==> src/common/host_irq_pkg.sv <==
package host_irq_pkg;

    // Register word addresses on the host register space
    localparam logic [8:0] ROLLOVER_MASK_ADDR = 9'h1DC;
    localparam logic [8:0] STATUS_ADDR = 9'h1E8;
    localparam logic [8:0] HOST_MASK_ADDR = 9'h1EC;

    // Reset values
    localparam logic [31:0] MASK_RESET = 32'h00000000;
    localparam logic [31:0] STATUS_RESET = 32'h00000000;

    // Status bit positions
    localparam int BIT_CLASS = 0;
    localparam int BIT_PAUSE = 1;
    localparam int BIT_NO_BLOCK = 2;
    localparam int BIT_WATER = 3;
    localparam int BIT_TX_START = 4;
    localparam int BIT_TX_DONE = 5;
    localparam int BIT_RX_EARLY = 7;
    localparam int BIT_RX_LATE = 8;
    localparam int BIT_RX_BAD = 11;
    localparam int BIT_TX_BAD = 12;
    localparam int BIT_ROLLOVER = 16;
    localparam int BIT_XCVR = 17;
    localparam int BIT_OVF_UNF = 18;
    localparam int BIT_QUEUE = 19;
    localparam int BIT_WAKE = 20;

    // Implemented latched bits (clear on read) and summary bits
    localparam logic [15:0] LATCH_USED = 16'h19BF;
    localparam logic [31:0] STATUS_USED = 32'h001F19BF;

    // Width of the early receive delay count
    localparam int DELAY_W = 16;
    localparam logic [15:0] DELAY_ONE = 16'h0001;

    // Event pulses from the controller datapath
    typedef struct packed {
        logic classify;
        logic pause_on;
        logic no_block;
        logic water_low;
        logic tx_start;
        logic tx_start_req;
        logic tx_done;
        logic tx_done_req;
        logic rx_start;
        logic rx_late;
        logic rx_bad;
        logic tx_bad;
    } events_t;

    // Summary source levels
    typedef struct packed {
        logic power_event_out;
        logic queue_status_summary;
        logic queue_overflow_underrun_summary;
        logic xcvr_irq;
    } summary_t;

endpackage : host_irq_pkg

==> src/logic/early_rx_delay.sv <==
// Delays the reception-start pulse by a programmed count of cycles
module early_rx_delay #(
    parameter int WIDTH = host_irq_pkg::DELAY_W
) (
    // Clock and reset
    input wire logic clock,
    input wire logic rst,
    // Control
    input wire logic start,
    input wire logic [WIDTH-1:0] interrupt_delay_count,
    // Result
    output logic fire
);

    logic [WIDTH-1:0] count_q;
    logic busy_q;

    // Restart wins: a new frame start reloads the delay
    always_ff @(posedge clock) begin
        if (rst) begin
            busy_q <= 1'b0;
            count_q <= '0;
            fire <= 1'b0;
        end else begin
            fire <= 1'b0;
            if (start && interrupt_delay_count == '0) begin
                busy_q <= 1'b0; // A zero-delay restart drops any pending count
                fire <= 1'b1;
            end else if (start) begin
                busy_q <= 1'b1;
                count_q <= interrupt_delay_count;
            end else if (busy_q) begin
                if (count_q == WIDTH'(host_irq_pkg::DELAY_ONE)) begin
                    busy_q <= 1'b0;
                    fire <= 1'b1;
                end
                count_q <= count_q - WIDTH'(host_irq_pkg::DELAY_ONE);
            end
        end
    end

    a_delay_exact: assert property (@(posedge clock) disable iff (rst) // see (RULE7)
        start && interrupt_delay_count == WIDTH'(3) ##1 !start [*3] |=> fire)
        else $error("early receive delay wrong");
    a_delay_zero: assert property (@(posedge clock) disable iff (rst) // see (RULE7)
        start && interrupt_delay_count == '0 |=> fire)
        else $error("early receive zero delay wrong");

endmodule : early_rx_delay

==> src/logic/host_interrupt_aggregator.sv <==
// Functional notes
// (RULE1) Rollover mask bit enables interrupt for matching rollover status bit only.
// (RULE2) Host mask bit gates its status bit onto host interrupt only.
// (RULE3) Reading host status clears its latched low sixteen bits.
// (RULE4) Upper summary bits follow sources, never clear on read; bit 20 is power-event low.
// (RULE5) Bit 12 on transmit error, bit 11 on receive error.
// (RULE6) Bit 8 each time a whole frame joins the receive queue.
// (RULE7) Bit 7 on reception start, delayed by interrupt delay count.
// (RULE8) Bit 5 on transmit completion when the control word asks.
// (RULE9) Bit 4 on transmit start when the control word asks.
// (RULE10) Bit 3 when free block count hits the low water mark.
// (RULE11) Bit 2 when a queue wants a block and none is free.
// (RULE12) Bit 1 whenever local pause toggles on or off.
// (RULE13) Interrupt while any status bit and its mask are set; reserved read zero.
module host_interrupt_aggregator (
    // Clock and reset
    input wire logic clock,
    input wire logic rst,
    // Host register port
    input wire logic reg_rd,
    input wire logic reg_wr,
    input wire logic [8:0] reg_addr,
    input wire logic [31:0] reg_wdata,
    output logic [31:0] reg_rdata,
    // Event pulses and summary levels
    input wire host_irq_pkg::events_t events,
    input wire host_irq_pkg::summary_t summary,
    input wire logic [31:0] rx_counter_rollover_status,
    input wire logic [host_irq_pkg::DELAY_W-1:0] interrupt_delay_count,
    // Interrupt
    output logic host_irq
);

    logic [31:0] rx_counter_rollover_mask_q;
    logic [31:0] host_interrupt_mask_q;
    logic [15:0] latch_q;
    logic [31:16] summary_q;
    logic pause_q;
    logic early_fire;
    logic [15:0] set_d;
    logic [31:0] status_view;
    logic status_read;

    early_rx_delay #(.WIDTH(host_irq_pkg::DELAY_W)) u_delay (
        .clock(clock),
        .rst(rst),
        .start(events.rx_start),
        .interrupt_delay_count(interrupt_delay_count),
        .fire(early_fire)
    );

    assign status_read = reg_rd && reg_addr == host_irq_pkg::STATUS_ADDR;
    assign status_view = {summary_q, latch_q};

    // Event set terms for the latched half
    always_comb begin
        set_d = '0;
        set_d[host_irq_pkg::BIT_CLASS] = events.classify;
        set_d[host_irq_pkg::BIT_PAUSE] = events.pause_on != pause_q; // see (RULE12)
        set_d[host_irq_pkg::BIT_NO_BLOCK] = events.no_block; // see (RULE11)
        set_d[host_irq_pkg::BIT_WATER] = events.water_low; // see (RULE10)
        set_d[host_irq_pkg::BIT_TX_START] = events.tx_start && events.tx_start_req; // see (RULE9)
        set_d[host_irq_pkg::BIT_TX_DONE] = events.tx_done && events.tx_done_req; // see (RULE8)
        set_d[host_irq_pkg::BIT_RX_EARLY] = early_fire; // see (RULE7)
        set_d[host_irq_pkg::BIT_RX_LATE] = events.rx_late; // see (RULE6)
        set_d[host_irq_pkg::BIT_RX_BAD] = events.rx_bad; // see (RULE5)
        set_d[host_irq_pkg::BIT_TX_BAD] = events.tx_bad; // see (RULE5)
    end

    // Pause level history for edge detection
    always_ff @(posedge clock) begin
        if (rst) begin
            pause_q <= 1'b0;
        end else begin
            pause_q <= events.pause_on;
        end
    end

    // Latched half; a set in the read cycle survives the clear
    always_ff @(posedge clock) begin
        if (rst) begin
            latch_q <= host_irq_pkg::STATUS_RESET[15:0];
        end else if (status_read) begin
            latch_q <= set_d & host_irq_pkg::LATCH_USED; // see (RULE3) (RULE13)
        end else begin
            latch_q <= (latch_q | set_d) & host_irq_pkg::LATCH_USED;
        end
    end

    // Summary half follows its sources, read has no effect
    always_ff @(posedge clock) begin
        if (rst) begin
            summary_q <= host_irq_pkg::STATUS_RESET[31:16];
        end else begin
            summary_q <= '0; // see (RULE13)
            summary_q[host_irq_pkg::BIT_WAKE] <= !summary.power_event_out; // see (RULE4)
            summary_q[host_irq_pkg::BIT_QUEUE] <= summary.queue_status_summary;
            summary_q[host_irq_pkg::BIT_OVF_UNF] <= summary.queue_overflow_underrun_summary;
            summary_q[host_irq_pkg::BIT_XCVR] <= summary.xcvr_irq;
            summary_q[host_irq_pkg::BIT_ROLLOVER] <=
                |(rx_counter_rollover_status & rx_counter_rollover_mask_q); // see (RULE1)
        end
    end

    // Mask registers
    always_ff @(posedge clock) begin
        if (rst) begin
            rx_counter_rollover_mask_q <= host_irq_pkg::MASK_RESET;
            host_interrupt_mask_q <= host_irq_pkg::MASK_RESET;
        end else if (reg_wr) begin
            if (reg_addr == host_irq_pkg::ROLLOVER_MASK_ADDR) begin
                rx_counter_rollover_mask_q <= reg_wdata;
            end
            if (reg_addr == host_irq_pkg::HOST_MASK_ADDR) begin
                host_interrupt_mask_q <= reg_wdata;
            end
        end
    end

    // Read data, registered; other addresses read zero
    always_ff @(posedge clock) begin
        if (rst) begin
            reg_rdata <= '0;
        end else if (reg_rd) begin
            unique case (reg_addr)
                host_irq_pkg::ROLLOVER_MASK_ADDR: reg_rdata <= rx_counter_rollover_mask_q;
                host_irq_pkg::STATUS_ADDR: reg_rdata <= status_view;
                host_irq_pkg::HOST_MASK_ADDR: reg_rdata <= host_interrupt_mask_q;
                default: reg_rdata <= '0;
            endcase
        end
    end

    // Interrupt from the registered status view
    always_ff @(posedge clock) begin
        if (rst) begin
            host_irq <= 1'b0;
        end else begin
            host_irq <= |(status_view & host_interrupt_mask_q); // see (RULE2) (RULE13)
        end
    end

    // Interrupt and clear-on-read checks
    a_irq_follows: assert property (@(posedge clock) disable iff (rst) // see (RULE2)
        ##1 host_irq == |($past(status_view) & $past(host_interrupt_mask_q)))
        else $error("host interrupt mismatch");
    a_irq_masked: assert property (@(posedge clock) disable iff (rst) // see (RULE2)
        (status_view & host_interrupt_mask_q) == '0 |=> !host_irq)
        else $error("masked status raised interrupt");
    a_read_clears: assert property (@(posedge clock) disable iff (rst) // see (RULE3)
        status_read |=> (latch_q & ~$past(set_d)) == '0)
        else $error("latched bits survived read");
    a_latch_holds: assert property (@(posedge clock) disable iff (rst) // see (RULE3)
        !status_read |=> ($past(latch_q) & ~latch_q) == '0)
        else $error("latched bit dropped without read");
    a_read_data: assert property (@(posedge clock) disable iff (rst) // see (RULE3)
        status_read |=> reg_rdata == $past(status_view))
        else $error("status read data wrong");

    // Summary source checks
    a_wake_level: assert property (@(posedge clock) disable iff (rst) // see (RULE4)
        !summary.power_event_out |=> summary_q[host_irq_pkg::BIT_WAKE])
        else $error("wake bit wrong");
    a_wake_clears: assert property (@(posedge clock) disable iff (rst) // see (RULE4)
        summary.power_event_out |=> !summary_q[host_irq_pkg::BIT_WAKE])
        else $error("wake bit stuck");
    a_queue_follows: assert property (@(posedge clock) disable iff (rst) // see (RULE4)
        summary.queue_status_summary |=> summary_q[host_irq_pkg::BIT_QUEUE])
        else $error("queue summary missed");
    a_ovf_follows: assert property (@(posedge clock) disable iff (rst) // see (RULE4)
        summary.queue_overflow_underrun_summary |=> summary_q[host_irq_pkg::BIT_OVF_UNF])
        else $error("overflow summary missed");
    a_xcvr_follows: assert property (@(posedge clock) disable iff (rst) // see (RULE4)
        summary.xcvr_irq |=> summary_q[host_irq_pkg::BIT_XCVR])
        else $error("transceiver summary missed");

    // Event set checks
    a_tx_bad_sets: assert property (@(posedge clock) disable iff (rst) // see (RULE5)
        events.tx_bad |=> latch_q[host_irq_pkg::BIT_TX_BAD])
        else $error("tx bad not set");
    a_rx_bad_sets: assert property (@(posedge clock) disable iff (rst) // see (RULE5)
        events.rx_bad |=> latch_q[host_irq_pkg::BIT_RX_BAD])
        else $error("rx bad not set");
    a_rx_late_sets: assert property (@(posedge clock) disable iff (rst) // see (RULE6)
        events.rx_late |=> latch_q[host_irq_pkg::BIT_RX_LATE])
        else $error("rx late not set");
    a_early_sets: assert property (@(posedge clock) disable iff (rst) // see (RULE7)
        early_fire |=> latch_q[host_irq_pkg::BIT_RX_EARLY])
        else $error("early receive not set");
    a_tx_done_gate: assert property (@(posedge clock) disable iff (rst) // see (RULE8)
        events.tx_done && events.tx_done_req |=> latch_q[host_irq_pkg::BIT_TX_DONE])
        else $error("tx done not set");
    a_tx_start_gate: assert property (@(posedge clock) disable iff (rst) // see (RULE9)
        events.tx_start && events.tx_start_req |=> latch_q[host_irq_pkg::BIT_TX_START])
        else $error("tx start not set");
    a_pause_toggle: assert property (@(posedge clock) disable iff (rst) // see (RULE12)
        $changed(events.pause_on) |-> ##1 latch_q[host_irq_pkg::BIT_PAUSE])
        else $error("pause change missed");
    a_reserved_zero: assert property (@(posedge clock) disable iff (rst) // see (RULE13)
        (status_view & ~host_irq_pkg::STATUS_USED) == '0)
        else $error("reserved bit set");
    a_roll_masked: assert property (@(posedge clock) disable iff (rst) // see (RULE1)
        (rx_counter_rollover_status & rx_counter_rollover_mask_q) == '0
        |=> !summary_q[host_irq_pkg::BIT_ROLLOVER])
        else $error("masked rollover raised");
    a_water_sets: assert property (@(posedge clock) disable iff (rst) // see (RULE10)
        events.water_low |=> latch_q[host_irq_pkg::BIT_WATER])
        else $error("water mark missed");
    a_no_block_sets: assert property (@(posedge clock) disable iff (rst) // see (RULE11)
        events.no_block |=> latch_q[host_irq_pkg::BIT_NO_BLOCK])
        else $error("no block missed");

    // Register port checks
    a_hmask_write: assert property (@(posedge clock) disable iff (rst) // see (RULE2)
        reg_wr && reg_addr == host_irq_pkg::HOST_MASK_ADDR |=> host_interrupt_mask_q == $past(reg_wdata))
        else $error("host mask write lost");
    a_rmask_write: assert property (@(posedge clock) disable iff (rst) // see (RULE1)
        reg_wr && reg_addr == host_irq_pkg::ROLLOVER_MASK_ADDR |=> rx_counter_rollover_mask_q == $past(reg_wdata))
        else $error("rollover mask write lost");

    // Main scenarios
    c_irq_rise: cover property (@(posedge clock) disable iff (rst) $rose(host_irq));
    c_read_clear: cover property (@(posedge clock) disable iff (rst) status_read && latch_q != '0);
    c_early_rx: cover property (@(posedge clock) disable iff (rst) early_fire);
    c_wake: cover property (@(posedge clock) disable iff (rst) summary_q[host_irq_pkg::BIT_WAKE]);
    c_pause_edge: cover property (@(posedge clock) disable iff (rst) set_d[host_irq_pkg::BIT_PAUSE]);

endmodule : host_interrupt_aggregator

==> config.mk <==
export PLATFORM = sky130hd
export DESIGN_NAME = host_interrupt_aggregator
export DESIGN_NICKNAME = d
export VERILOG_FILES = /design/src/common/host_irq_pkg.sv /design/src/logic/early_rx_delay.sv /design/src/logic/host_interrupt_aggregator.sv
export SDC_FILE = /design/constraint.sdc
export NUM_CORES = 1
export LEC_CHECK = 0
export CAP_MARGIN = 10
export CORE_ASPECT_RATIO = 0.8
export CORE_MARGIN = 2
export CORE_UTILIZATION = 40
export DETAILED_ROUTE_END_ITERATION = 12
export DONT_BUFFER_PORTS = 1
export GPL_TIMING_DRIVEN = 0
export PLACE_DENSITY_LB_ADDON = 0.1
export SLEW_MARGIN = 20
export SYNTH_ARGS = -nofsm -noshare
export SYNTH_HDL_FRONTEND = slang
export SYNTH_SLANG_ARGS = --single-unit
==> constraint.sdc <==
create_clock -name clock -period 2.4 [get_ports clock]
set_input_delay 0.12 -clock clock [delete_from_list [all_inputs] [get_ports clock]]
set_output_delay 0.12 -clock clock [all_outputs]
set_load 0.03 [all_outputs]
==> Word-level counts from Yosys, hierarchy flattened <==
Cells that the tools add are included.
W data, S select, Z words.
{ "word_totals": {"ff_bits": 145, "in_bits": 109} }
{ "op_classes": {"n_addsub": 1, "eq_ne": 5, "n_mux": 11, "n_bitwise": 4, "n_reduce_logical": 13} }
{ "op_table": {"columns": ["operator", "count"], "rows": [
  ["$pmux W32 S3", 1],
  ["$and A32 B32 Y32", 2],
  ["$reduce_or A32 Y1", 2],
  ["$mux W16", 2],
  ["$eq A9 B9 Y1 const B", 3],
  ["$eq A16 B1 Y1 const B", 1],
  ["$logic_not A16 Y1", 1],
  ["$sub A16 B1 Y16 const B", 1],
  ["$mux W13", 1],
  ["$or A13 B13 Y13", 1],
  ["$mux W1", 7],
  ["$reduce_and A2 Y1", 3],
  ["$logic_and A1 B1 Y1", 4],
  ["$reduce_bool A2 Y1", 1],
  ["$reduce_or A2 Y1", 1],
  ["$logic_not A1 Y1", 1],
  ["$ne A1 B1 Y1", 1],
  ["$not A1 Y1", 1]
]} }

==> Depth between registers and ports, before layout <==
{ "logic_depth": {"ltp_word": 5, "depth_mapped": 8} }

==> Modules after synthesis <==
A second synthesis with hierarchy kept.
{ "hier_totals": {"cells_unflattened": 688, "hier_area_um2": 5684.2} }
{ "by_module_without_submodules": {"columns": ["module", "instances", "cells_each", "area_per_inst_um2", "seq_area_each_um2"], "rows": [
  ["host_interrupt_aggregator", 1, 525, 4553.1, 2262.2],
  ["early_rx_delay", 1, 163, 1131.1, 360.3]
]} }

==> Worst setup path after synthesis <==
OpenSTA, ideal clock, no wires.
{ "synth_timing": {"path_kind": "flip-flop to flip-flop", "from": "register u_delay.count_q[8]", "to": "register u_delay.count_q[15]", "setup_time_ps": 116, "arrival_time_ps": 1738, "required_ps": 2284, "path_slack_ps": 546, "stages_incl_launch_ff": 6, "path_buffers": 0, "synth_period_minus_slack_ps": 1854, "path_cell_list": "dfxtp_1 or4_4 or3_4 nor3_1 o21ai_0 a31o_2"} }
{ "synth_between": {"elab_chain_cells": 3} }
{ "synth_lines": {"columns": ["item", "line", "rtl"], "rows": [
  ["start, declared", "early_rx_delay.sv:15", "logic [WIDTH-1:0] count_q;"],
  ["start signal, assigned", "early_rx_delay.sv:31", "count_q <= interrupt_delay_count;"],
  ["start signal, assigned", "early_rx_delay.sv:37", "count_q <= count_q - WIDTH'(host_irq_pkg::DELAY_ONE);"],
  ["$sub A16 B1 Y16", "early_rx_delay.sv:37", null],
  ["$mux W16", "early_rx_delay.sv:32", "end else if (busy_q) begin"],
  ["$mux W16", "early_rx_delay.sv:29", "end else if (start) begin"]
]} }
No other way between the ends. The select of a mux whose other input is x is not followed.
A chain may end at the register's enable or synchronous reset.

==> Worst setup path after layout <==
{ "layout_timing": {"from": "register rx_counter_rollover_mask_q[11]", "to": "register summary_q[16] in the netlist's numbering"} }
{ "layout_between": {"elab_chain_cells": 2} }
{ "layout_lines": {"columns": ["item", "line", "rtl"], "rows": [
  ["start, declared", "host_interrupt_aggregator.sv:34", "logic [31:0] rx_counter_rollover_mask_q;"],
  ["start signal, assigned", "host_interrupt_aggregator.sv:108", "rx_counter_rollover_mask_q <= host_irq_pkg::MASK_RESET;"],
  ["start signal, assigned", "host_interrupt_aggregator.sv:112", "rx_counter_rollover_mask_q <= reg_wdata;"],
  ["$and A32 B32 Y32", "host_interrupt_aggregator.sv:101", "|(rx_counter_rollover_status & rx_counter_rollover_mask_q);"],
  ["$reduce_or A32 Y1", "host_interrupt_aggregator.sv:101", null],
  ["end signal, assigned by index", "host_interrupt_aggregator.sv:98", "summary_q[host_irq_pkg::BIT_OVF_UNF] <= summary.queue_overflow_underrun_summary;"],
  ["end signal, assigned by index", "host_interrupt_aggregator.sv:99", "summary_q[host_irq_pkg::BIT_XCVR] <= summary.xcvr_irq;"],
  ["end signal, assigned by index", "host_interrupt_aggregator.sv:100", "summary_q[host_irq_pkg::BIT_ROLLOVER] <="],
  ["end, declared", "host_interrupt_aggregator.sv:37", "logic [31:16] summary_q;"]
]} }
No other way between the ends.

==> impl_metrics.json <==
{
  "synth_nets": 826,
  "synth_common_cells": "167 x nand2_1, 131 x dfxtp_1, 106 x a21oi_1",
  "via_per_inst": 5.521,
  "critical_path_class": "flop to flop",
  "clk_latency_ns": 0.43,
  "cts_buffers": 17,
  "wl_um": 18660,
  "tightest_slew_ns": 0.7559,
  "rsz0062_at_grt": "no",
  "pin_count": 142,
  "cp_max_fo": 3,
  "gp_congestion": 0.8824,
  "antenna_found_initial": 1,
  "yosysMostFrequentCell": "nand2_1",
  "start_util_pct": 41.17,
  "worstSetupStartpointType": "flop",
  "drtPass1Iterations": 5,
  "syn_avg_cell_area_um2": 7.829,
  "row_count": 38,
  "yosys-top-cells-area": "dfxtp_1 47%, nand2_1 11%, a21oi_1 9.5%",
  "ir_drop_uv": 667.2,
  "synth-seq-cells": 131,
  "power_density_nw_per_um2": 744.6,
  "grt_max_degree": 17,
  "syn_area_um2": 5598,
  "maxSlewViolCount": 0,
  "cp.arrival_ns": 2.47,
  "clock_sinks": 131,
  "min_period_ns": 2.175,
  "hold_viol_final": 0,
  "synth_ff_type": "dfxtp_1",
  "critPathMaxStageDelay_ns": 0.59,
  "fin_area_um2": 7054,
  "clk_pin_slew_ns": 0.06,
  "fmax_ghz": 0.4598,
  "crit_required_ns": 2.70,
  "wire_per_inst_um": 18.81,
  "synth.distinct_cells": 45,
  "slowest_stage": "dlygate4sd3_1",
  "synth_top_area_share_pct": 46.85,
  "tns_ns": 0,
  "cts_root_buf": "clkbuf_16",
  "maxCapViolCount": 0,
  "drt_iter0_drc": 339,
  "fin_cells": 992,
  "synth-warning-count": 0,
  "die_w_um": 136.3,
  "fin_nets": 909,
  "grt_util_all_layers_pct": 25.90,
  "grt_pass1_wl_um": 29080,
  "dieArea_um2": 14960,
  "core_area_um2": 13600,
  "drc": 0,
  "tritoncts": "built",
  "outcome": "finished clean",
  "seq_area_frac_synth_pct": 46.85,
  "portBuffers": 0,
  "htreeDepth": 4,
  "dpl.hpwl_um": 13760,
  "path_cells": "a22oi_1 > dlygate4sd3_1 > nand4_1 > dlygate4sd3_1 > nor4_2 > nor2_1",
  "place_inst": 895,
  "critPathMostFrequentCell": "dlygate4sd3_1",
  "cts_buffer_depth": 2,
  "placed_cell_area_um2": 5823,
  "syn_inst": 715,
  "antenna_left": 0,
  "hold_class": "input pin to flop",
  "gr-total-overflow": 0,
  "relSlewSlack_pct": 49.61,
  "synth_edf_count": 0,
  "finalSetupViolCount": 0,
  "clock_skew_ns": 0.01062,
  "die_y_um": 109.8,
  "min_period_over_period_pct": 90.62,
  "synth_area_leader_cell": "dfxtp_1",
  "grt_pass1_vias": 5391,
  "leakage_nw": 2.388,
  "area_growth_pct": 26.02,
  "dr_total_vias": 5477,
  "synthArstFlopShare_pct": 0,
  "drive_gt1_share_pct": 6.042,
  "cp-end-kind": "flop"
}
placed cells by master, fill, tap and decap left out, drive strengths merged, types with 5 or more instances in the layout:
| master | synthesis | layout |
|---|---|---|
| dlygate4sd3 | 0 | 64 |
| a31o | 5 | 5 |
| clkbuf | 38 | 61 |
| or4 | 6 | 6 |
| nand2 | 167 | 167 |
| a22oi | 38 | 38 |
| buf | 10 | 10 |
| o21ai | 32 | 32 |
| nor2b | 22 | 22 |
| nand4 | 5 | 5 |
| nor2 | 46 | 46 |
| inv | 20 | 20 |
| nor3 | 10 | 10 |
| a21oi | 106 | 106 |
| o22ai | 15 | 15 |
| dfxtp | 131 | 131 |
| clkinv | 0 | 5 |
| mux2i | 15 | 15 |
registers in the layout, indices dropped and copies added, names as in the netlist:
name                        flops
host_interrupt_mask_q          32
host_irq                        1
latch_q                        10
pause_q                         1
reg_rdata                      32
rx_counter_rollover_mask_q     32
summary_q                       5
u_delay.busy_q                  1
u_delay.count_q                16
u_delay.fire                    1
through the flow:
stage	utilization [%]	worst slack (ns)	power (mW)	hold WS (ns)
final	51.88	0.2252	5.252	0.01134
after global routing	51.88	0.08958	5.423	0.03466
after CTS	51.81	0.1748	5.274	0.01282
after detailed placement	42.82	0.3714	2.624	0.1952
after global placement	42.82	0.4082	2.617	0.1961
after floorplan	-	0.5462	2.537	0.1924
cell families after synthesis:
group                    Yosys count  share of synthesized area (%)
AO/OA/AOI/OAI                    217                          22.89
buffers and inverters             68                          4.716
adder cells (fa/ha/maj)            2                         0.4470
flip-flops                       131                          46.85
XOR/XNOR                           1                         0.1565
multiplexers                      15                          2.682
AND/OR/NAND/NOR                  281                          22.26
what timing repair did:
action | in CTS | in global routing
hold buffers | 64 | 0
resized for setup | 0 | 1
endpoints found under the hold margin | 95 | 0
endpoints found under the setup margin | 0 | 1
buffers inserted | 0 | 0
where the power goes:
part	internal, mW	switching [mW]
clock network	1.60	0.969
logic	0.187	0.231
registers	2.22	0.0425
critical path: cells and delay by family (launching register included):
family / cells / cell delay, ns
buffers and inverters: 2 / 1.17
AO/OA/AOI/OAI: 1 / 0.19
AND/OR/NAND/NOR: 3 / 0.35
flip-flops: 1 / 0.35
routing by layer:
metal	track usage, %	wire length [um]	vias up
met1	33.94	8458	2604
met5	0	0	-
met3	8.852	1718	31
li1	-	-	2658
met4	9.896	406	0
met2	39.41	8077	184
final cells by class:
type / instances / area (um2)
repair buffers: 64 / 640.6
fillers: 1335 / 6544
clock inverters: 9 / 103.9
clock buffers: 23 / 478.0
flip-flops and latches: 131 / 2623
plain buffers: 48 / 188.9
well taps: 180 / 225.2
diodes: 1 / 2.502
inverters: 20 / 75.07
multi-input cells: 516 / 2718
path summary, 6_finish.rpt:
path	start	end	slack, ns	depth (start not counted)
max	rx_counter_rollover_mask_q[11]	summary_q[16]	0.23	6
min	rx_counter_rollover_status[29]	summary_q[16]	0.01	4
max reg2reg	rx_counter_rollover_mask_q[11]	summary_q[16]	0.23	6
min reg2reg	host_interrupt_mask_q[28]	host_interrupt_mask_q[28]	0.45	2
Power figures use the tool's default switching activity.
